`config.mk`:
```
export PLATFORM = sky130hd
export DESIGN_NAME = dllc_top
export DESIGN_NICKNAME = d
export VERILOG_FILES = /design/src/hdl/dllc_pkg.sv /design/src/hdl/dllc_top.sv
export VERILOG_INCLUDE_DIRS = /design/src /design/src/hdl
export SDC_FILE = /design/constraint.sdc
export NUM_CORES = 1
export LEC_CHECK = 0
export ABC_CLOCK_PERIOD_IN_PS = 7900
export BUFFER_PORTS_ARGS = -buffer_cell sky130_fd_sc_hd__buf_2
export CORE_MARGIN = 1
export CORE_UTILIZATION = 66
export DETAILED_ROUTE_END_ITERATION = 16
export PLACE_DENSITY = 0.83
export SYNTH_ARGS = -nofsm -noshare
export SYNTH_HDL_FRONTEND = slang
export SYNTH_SLANG_ARGS = --single-unit
```
`constraint.sdc`:
```
create_clock -name CLK_SYS -period 7.9 [get_ports CLK_SYS]
set_clock_uncertainty 0.15 [all_clocks]
set_input_delay 1.185 -clock CLK_SYS [delete_from_list [all_inputs] [get_ports CLK_SYS]]
set_output_delay 1.185 -clock CLK_SYS [all_outputs]
set_load 0.01 [all_outputs]
```
`src/hdl/dllc_defs.svh`:
```
/*
 * timing counts and fixed figures of the delay-locked clock supervisor.
 * assumes a 20 MHz system clock that samples the source and feedback clocks.
 */
`ifndef DLLC_DEFS_SVH
`define DLLC_DEFS_SVH

// ============================================================
// system clock
`define DLLC_SYS_PERIOD_NS 50
// ============================================================
// tolerated period drift, in ns, and as cycles (rounded down, at least one)
`define DLLC_DRIFT_NS 1
`define DLLC_DRIFT_CYC ((`DLLC_DRIFT_NS / `DLLC_SYS_PERIOD_NS) < 1 ? 1 : (`DLLC_DRIFT_NS / `DLLC_SYS_PERIOD_NS))
// ============================================================
// delay line depth, in source cycles (allowed span is one to four)
`define DLLC_FILL_CYCLES 2
`define DLLC_FLUSH_CYCLES 2
`define DLLC_SHIFT_CYCLES 2
// ============================================================
// default count of aligned source cycles before lock
`define DLLC_LOCK_COUNT 16
// counter width
`define DLLC_CNT_W 16

`endif

```
`src/hdl/dllc_pkg.sv`:
```
/*
 * types of the delay-locked clock supervisor.
 * assumes nothing beyond the defs header.
 */
package dllc_pkg;
	// ============================================================
	// delay line occupancy
	typedef enum logic [1:0] {
		DLLC_IDLE,
		DLLC_FILL,
		DLLC_RUN,
		DLLC_FLUSH
	} dllc_line_type;
endpackage

```
`src/hdl/dllc_top.sv`:
```
/*
 * behavioural delay-locked clock cell: lock supervision and output clock continuity.
 * assumes source and feedback clocks are far slower than CLK_SYS and synchronous to it.
 */
`timescale 1ns/100ps
`default_nettype none
`include "dllc_defs.svh"

// What this block does
// keeps lock under one ns period drift
// large period change needs a reset
// scan reconfiguration drops lock until reset
// source pauses low, under 100 us
// lock stays asserted through a clock pause
// emits up to four cycles after stop
// outputs absent one to four cycles on restart
// phase shift reaches outputs cycles later
// downstream waits for lock before use
// second cascaded stage reset by delay cell
// inverted doubled clock output provided
// reset drops lock within four source cycles
// doubled clock is 1x 25/75 before lock
// lock after configurable aligned cycle count
module dllc_top
	import dllc_pkg::*;
#(
	parameter logic [`DLLC_CNT_W-1:0] LOCK_COUNT = `DLLC_LOCK_COUNT
) (
	input wire logic CLK_SYS,
	input wire logic RESET_N,
	input wire logic SOURCE_CLOCK_IN,
	input wire logic FEEDBACK_CLOCK_IN,
	input wire logic DLL_RESET_IN,
	input wire logic SCAN_RECONFIG_IN,
	output logic ALIGNED_CLOCK_OUT,
	output logic DOUBLED_CLOCK_OUT,
	output logic DOUBLED_CLOCK_INVERTED_OUT,
	output logic LOCKED_OUT
);
	localparam int W = `DLLC_CNT_W;
	localparam logic [W-1:0] DRIFT = W'(`DLLC_DRIFT_CYC);
	localparam logic [2:0] FILL_N = 3'(`DLLC_FILL_CYCLES);
	localparam logic [2:0] FLUSH_N = 3'(`DLLC_FLUSH_CYCLES);
	localparam logic [2:0] SHIFT_N = 3'(`DLLC_SHIFT_CYCLES);
	localparam logic [W-1:0] CNT_MAX = {W{1'b1}};

	// ============================================================
	// state
	dllc_line_type line_r, line_nxt;
	logic [W-1:0] cnt_r, cnt_nxt;
	logic [W-1:0] period_r, period_nxt;
	logic [W-1:0] ph_r, ph_nxt;
	logic [W-1:0] lockcnt_r, lockcnt_nxt;
	logic [2:0] seq_r, seq_nxt;
	logic [2:0] shift_r, shift_nxt;
	logic src_d_r, src_d_nxt;
	logic fb_d_r, fb_d_nxt;
	logic fb_rose_r, fb_rose_nxt;
	logic locked_r, locked_nxt;
	logic scan_lost_r, scan_lost_nxt;
	logic aligned_r, aligned_nxt;
	logic doubled_r, doubled_nxt;
	logic doubled_inv_r, doubled_inv_nxt;

	logic src_rise, fb_rise, ph_wrap, running, drift_ok, fb_aligned;
	logic [W-1:0] measured, diff, half, quarter, ph_step;

	// ============================================================
	// edge detection and period comparison
	always_comb begin
		src_rise = SOURCE_CLOCK_IN & ~src_d_r;
		fb_rise = FEEDBACK_CLOCK_IN & ~fb_d_r;
		fb_aligned = fb_rise | fb_rose_r;
		measured = (cnt_r == CNT_MAX) ? cnt_r : W'(cnt_r + 1'b1);
		diff = (measured >= period_r) ? W'(measured - period_r) : W'(period_r - measured);
		drift_ok = (diff <= DRIFT);
		half = period_r >> 1;
		quarter = period_r >> 2;
		ph_wrap = (ph_r >= W'(period_r - 1'b1));
		ph_step = ph_wrap ? '0 : W'(ph_r + 1'b1);
	end

	// ============================================================
	// next state of the delay line, phase and lock supervisor
	always_comb begin
		line_nxt = line_r;
		cnt_nxt = (cnt_r == CNT_MAX) ? cnt_r : W'(cnt_r + 1'b1);
		period_nxt = period_r;
		ph_nxt = ph_step;
		lockcnt_nxt = lockcnt_r;
		seq_nxt = seq_r;
		shift_nxt = shift_r;
		src_d_nxt = SOURCE_CLOCK_IN;
		fb_d_nxt = FEEDBACK_CLOCK_IN;
		fb_rose_nxt = fb_rise;
		locked_nxt = locked_r;
		scan_lost_nxt = scan_lost_r | SCAN_RECONFIG_IN;
		if (src_rise) begin
			cnt_nxt = '0;
		end
		unique case (line_r)
			DLLC_IDLE: begin
				if (src_rise) begin
					line_nxt = DLLC_FILL;
					seq_nxt = 3'h1;
					ph_nxt = '0;
				end
			end
			DLLC_FILL: begin
				// refilling: first period after a restart is measured only while unlocked, lock untouched
				if (src_rise) begin
					ph_nxt = '0;
					if (seq_r >= FILL_N) begin
						line_nxt = DLLC_RUN;
						seq_nxt = '0;
					end else begin
						seq_nxt = 3'(seq_r + 1'b1);
					end
					if (seq_r == 3'h1) begin
						period_nxt = locked_r ? period_r : measured;
					end
				end
			end
			DLLC_RUN: begin
				if (src_rise) begin
					if (!locked_r) begin
						period_nxt = measured;
						ph_nxt = '0;
					end else if (drift_ok) begin
						// small drift: follow the new period and realign at this edge
						period_nxt = measured;
						ph_nxt = '0;
						shift_nxt = '0;
					end else if (ph_step != '0 && ph_r != '0) begin
						// phase moved: follow only after it persists
						if (shift_r >= W'(SHIFT_N - 1'b1)) begin
							ph_nxt = '0;
							shift_nxt = '0;
						end else begin
							shift_nxt = 3'(shift_r + 1'b1);
						end
					end else begin
						shift_nxt = '0;
					end
					if (!locked_r && !scan_lost_r) begin
						if (fb_aligned && drift_ok) begin
							lockcnt_nxt = W'(lockcnt_r + 1'b1);
							if (W'(lockcnt_r + 1'b1) >= LOCK_COUNT) begin
								locked_nxt = 1'b1;
							end
						end else begin
							lockcnt_nxt = '0;
						end
					end
				end else if (cnt_r >= W'(period_r + half)) begin
					// edge missed by half a period: source paused, lock is held
					// a shorter margin would take a phase shift for a pause
					line_nxt = DLLC_FLUSH;
					seq_nxt = '0;
				end
			end
			DLLC_FLUSH: begin
				if (src_rise) begin
					line_nxt = DLLC_FILL;
					seq_nxt = 3'h1;
					ph_nxt = '0;
				end else if (ph_wrap) begin
					if (W'(seq_r + 1'b1) >= W'(FLUSH_N)) begin
						line_nxt = DLLC_IDLE;
						seq_nxt = '0;
					end else begin
						seq_nxt = 3'(seq_r + 1'b1);
					end
				end
			end
		endcase
		if (scan_lost_nxt) begin
			locked_nxt = 1'b0;
			lockcnt_nxt = '0;
		end
		// cell reset: taps to zero, lock dropped at the next edge
		if (DLL_RESET_IN) begin
			line_nxt = DLLC_IDLE;
			period_nxt = '0;
			ph_nxt = '0;
			lockcnt_nxt = '0;
			seq_nxt = '0;
			shift_nxt = '0;
			locked_nxt = 1'b0;
			scan_lost_nxt = SCAN_RECONFIG_IN;
		end
	end

	// ============================================================
	// output clock shaping
	always_comb begin
		// follow the next line state, so no runt pulse is left when the line empties
		running = (line_nxt == DLLC_RUN) | (line_nxt == DLLC_FLUSH);
		aligned_nxt = 1'b0;
		doubled_nxt = 1'b0;
		doubled_inv_nxt = 1'b0;
		if (running && !DLL_RESET_IN) begin
			aligned_nxt = (ph_nxt < half);
			if (locked_r) begin
				doubled_nxt = (ph_nxt < quarter) | ((ph_nxt >= half) & (ph_nxt < W'(half + quarter)));
				doubled_inv_nxt = ~doubled_nxt;
			end else begin
				doubled_nxt = (ph_nxt < quarter);
				doubled_inv_nxt = ~doubled_nxt;
			end
		end
	end

	// ============================================================
	// registers
	always_ff @(posedge CLK_SYS or negedge RESET_N) begin
		if (!RESET_N) begin
			line_r <= DLLC_IDLE;
			cnt_r <= '0;
			period_r <= '0;
			ph_r <= '0;
			lockcnt_r <= '0;
			seq_r <= '0;
			shift_r <= '0;
			src_d_r <= 1'b0;
			fb_d_r <= 1'b0;
			fb_rose_r <= 1'b0;
			locked_r <= 1'b0;
			scan_lost_r <= 1'b0;
			aligned_r <= 1'b0;
			doubled_r <= 1'b0;
			doubled_inv_r <= 1'b0;
		end else begin
			line_r <= line_nxt;
			cnt_r <= cnt_nxt;
			period_r <= period_nxt;
			ph_r <= ph_nxt;
			lockcnt_r <= lockcnt_nxt;
			seq_r <= seq_nxt;
			shift_r <= shift_nxt;
			src_d_r <= src_d_nxt;
			fb_d_r <= fb_d_nxt;
			fb_rose_r <= fb_rose_nxt;
			locked_r <= locked_nxt;
			scan_lost_r <= scan_lost_nxt;
			aligned_r <= aligned_nxt;
			doubled_r <= doubled_nxt;
			doubled_inv_r <= doubled_inv_nxt;
		end
	end

	assign ALIGNED_CLOCK_OUT = aligned_r;
	assign DOUBLED_CLOCK_OUT = doubled_r;
	assign DOUBLED_CLOCK_INVERTED_OUT = doubled_inv_r;
	assign LOCKED_OUT = locked_r;
endmodule // dllc_top

`default_nettype wire

```
==> results.ini <==
[logic_synthesis]
synth_compound_area_share_pct=21.3
synthesis.nets=1268
postSynthAreaPerCell_um2=8.28
synth_area_leaders=dfrtp_1, ha_1, xnor2_1, a21oi_1, nor2_1
synth.area.mux_share_pct=2.48
synth_top_area_share_pct=21.8
synth_adder_area_share_pct=21.2
ys_ff_latch=80
synth_xor_area_share_pct=7.63
synthSimpleGateAreaFrac_pct=20.3
synth_area_um2=9190
ys.flop_type=dfrtp_1
synth_top_family_by_area=compound AO/OA/AOI/OAI gates
ys_async_sr_fraction_pct=100
synth.largest_area_cell=dfrtp_1
synth_edf_count=0
synthCells=1109
yosysSeqAreaShare_pct=21.8
yosys.cell_types.count=78
ys_warn_count=0

[run]
maxCapViolCount=0

[placement]
place_congestion=0.950
port_buffers=9
hpwl_mm=17.6

[power]
power_density_nw_per_um2=162
seq_power_share_pct=28.3
p_int_uw=965
switching_share_pct=37.7
power.switching_uw=585
ir_drop_mv=0.192
p_leak_uw=0.00464
fin_total_pwr_uw=1550
p_comb_share_pct=43.3
clkPwrFrac_pct=28.3

[grt]
grtUsageMet3_pct=3.33
grtUsageTotal_pct=32.6
grt_pass1_wl_mm=37.1
antenna_found_initial=0
grt_pass1_vias=7777
use_met2_pct=56.2
gr-total-overflow=0
grtUsageMet1_pct=42.0
grt_max_degree=81
top_usage_layer=met2

[drt]
via_per_inst=6.37
ant_nets=0
drt-total-wl_mm=22.9
wl_per_cell_um=18.0
drc=0
dr.first_iter.drc_count=711
drt-pass1-iter-count=5
vias=8098

[worst_setup_path]
cp-end-kind=register
cp_slowest_stage_delay_ns=0.64
crit_top_cell=nand3_1
critPathRequiredTime_ns=7.98
critPathLaunchType=register
crit_path_max_fanout=20
slowest_stage=a2111oi_0
crit_type=reg -> reg
worst_ep_arrival_time_ns=7.65

[sta]
period_share_pct=95.8
rsz0062_at_grt=false
period_minus_slack_ns=7.57
finalSetupViolations=0
relSlewSlack_pct=30.5
setup-tns-final_ns=0
max_freq_ghz=0.132
tightest_slew_ns=1.04
drv_slew=0
hold_viol=0

[die]
die_w_um=120
start_util_pct=68.6
die_area_um2=14400
die_h_um=120
core_area_um2=13400
num_io_pins=10
rows=42

[clock_tree]
cts-buffers-inserted=9
htreeDepth=3
cts.sinks=80
clockBufferDepth=2
tritoncts=built
path_clk_slew_ns=0.06
insertion_delay_ns=0.35
post_cts.repair.setup_buffers=0
cts_root_buffer=clkbuf_16

[finish]
num_antenna_cells=0
fill_cells=1087
drive_gt1_share_pct=6.66
area_growth_pct=4.39
nNetsFinal=1251

[outcome]
status=completed

[min_path]
hp-class=reg -> reg

## repair_timing
action                                  4_1_cts  5_1_grt
endpoints found under the setup margin        0        3
hold buffers                                  0        0
gates resized for setup                       0        9
## power groups by stage
stage / sequential [µW] / combinational [µW] / clock [µW]
finish: 439 / 672 / 439
global route: 440 / 725 / 463
CTS: 438 / 652 / 446
detailed placement: 445 / 647 / 0
global placement: 444 / 638 / 0
floorplan: 439 / 528 / 0
## worst max-delay path, delay by kind of cell (launching register included)
| family | cells | cell delay [ns] |
|---|---|---|
| xor gates and xnor gates | 2 | 0.54 |
| AOI/OAI and AO/OA | 11 | 2.63 |
| and+or+nand+nor | 11 | 2.52 |
| muxes | 1 | 0.18 |
| adders and majority gates | 2 | 0.71 |
| DFF | 1 | 0.45 |
| buffers and inverters | 1 | 0.26 |
## cells in the final DEF (no fill, tap or decap), types with 24 or more instances in the layout
cell type  instances
o21ai_0           45
a21o_1            38
ha_1             146
xor2_1            26
inv_1             67
a21oi_1           86
nand2_1           82
xnor2_1           53
nand4_1           24
dfrtp_1           80
nor2_1           106
nand3_1           48
## per-stage QoR
step | instance area (µm²) | hold slack (ns) | util (%) | std cells | setup WS (ns)
global route | 9590 | 0.298 | 71.6 | 1272 | 0.0527
floorplan | 9190 | 0.247 | - | 1109 | 1.26
CTS | 9540 | 0.277 | 71.2 | 1272 | 0.304
global placement | 9240 | 0.263 | 68.9 | 1257 | 0.569
finish | 9590 | 0.270 | 71.6 | 1272 | 0.332
detailed placement | 9240 | 0.266 | 68.9 | 1257 | 0.374
## final cells by class
cell class | instances | area (µm²) | share of cell area (%)
timing repair buffer | 12 | 70.1 | 0.731
multi-input combinational | 922 | 6740 | 70.3
sequential | 80 | 2000 | 20.9
tap | 176 | 220 | 2.30
clock buffer | 10 | 239 | 2.49
inverter | 67 | 251 | 2.62
clock inverter | 5 | 66.3 | 0.691
## state kept, by name, summed over array words and instances (netlist names)
register,cells
LOCKED_OUT,1
fb_d_r,1
cnt_r,16
seq_r,3
shift_r,3
line_r,2
fb_rose_r,1
scan_lost_r,1
ph_r,16
src_d_r,1
ALIGNED_CLOCK_OUT,1
period_r,16
DOUBLED_CLOCK_INVERTED_OUT,1
lockcnt_r,16
DOUBLED_CLOCK_OUT,1
## cell families (layout without fill, tap and decap cells)
kind of cell	after synthesis	in the layout
AOI/OAI and AO/OA	290	290
adders and majority gates	153	153
DFF	80	80
buffers and inverters	107	94
and+or+nand+nor	377	377
muxes	22	22
xor gates and xnor gates	80	80
## per-layer routing
metal  vias up  wire length (µm)
li1       3953                 -
met4         0               601
met1      3867             10200
met2       233             11000
met3        45              1060
met5         -                 0
## cell usage after synthesis (all sizes together), types with 24 or more instances
cell type	instances
ha	149
nor2	106
a21oi	90
nand2	82
dfrtp	80
inv	67
xnor2	53
nand3	48
o21ai	45
a21o	42
xor2	27
nand4	24
## path summary, 6_finish.rpt
| kind | startpoint | cells past startpoint | to | slack (ns) |
|---|---|---|---|---|
| worst max-delay path | cnt_r[3]$_DFF_PN0_ | 28 | DOUBLED_CLOCK_INVERTED_OUT$_DFF_PN0_ | 0.33 |
| worst min-delay path | fb_d_r$_DFF_PN0_ | 1 | fb_rose_r$_DFF_PN0_ | 0.27 |
| worst max register to register | cnt_r[3]$_DFF_PN0_ | 28 | DOUBLED_CLOCK_INVERTED_OUT$_DFF_PN0_ | 0.33 |
| worst min register to register | fb_d_r$_DFF_PN0_ | 1 | fb_rose_r$_DFF_PN0_ | 0.27 |
| max in group asynchronous | RESET_N | 1 | DOUBLED_CLOCK_INVERTED_OUT$_DFF_PN0_ | 6.06 |
| min in group asynchronous | RESET_N | 1 | cnt_r[1]$_DFF_PN0_ | 0.84 |
Note: power is estimated with default switching activity, not from simulation.
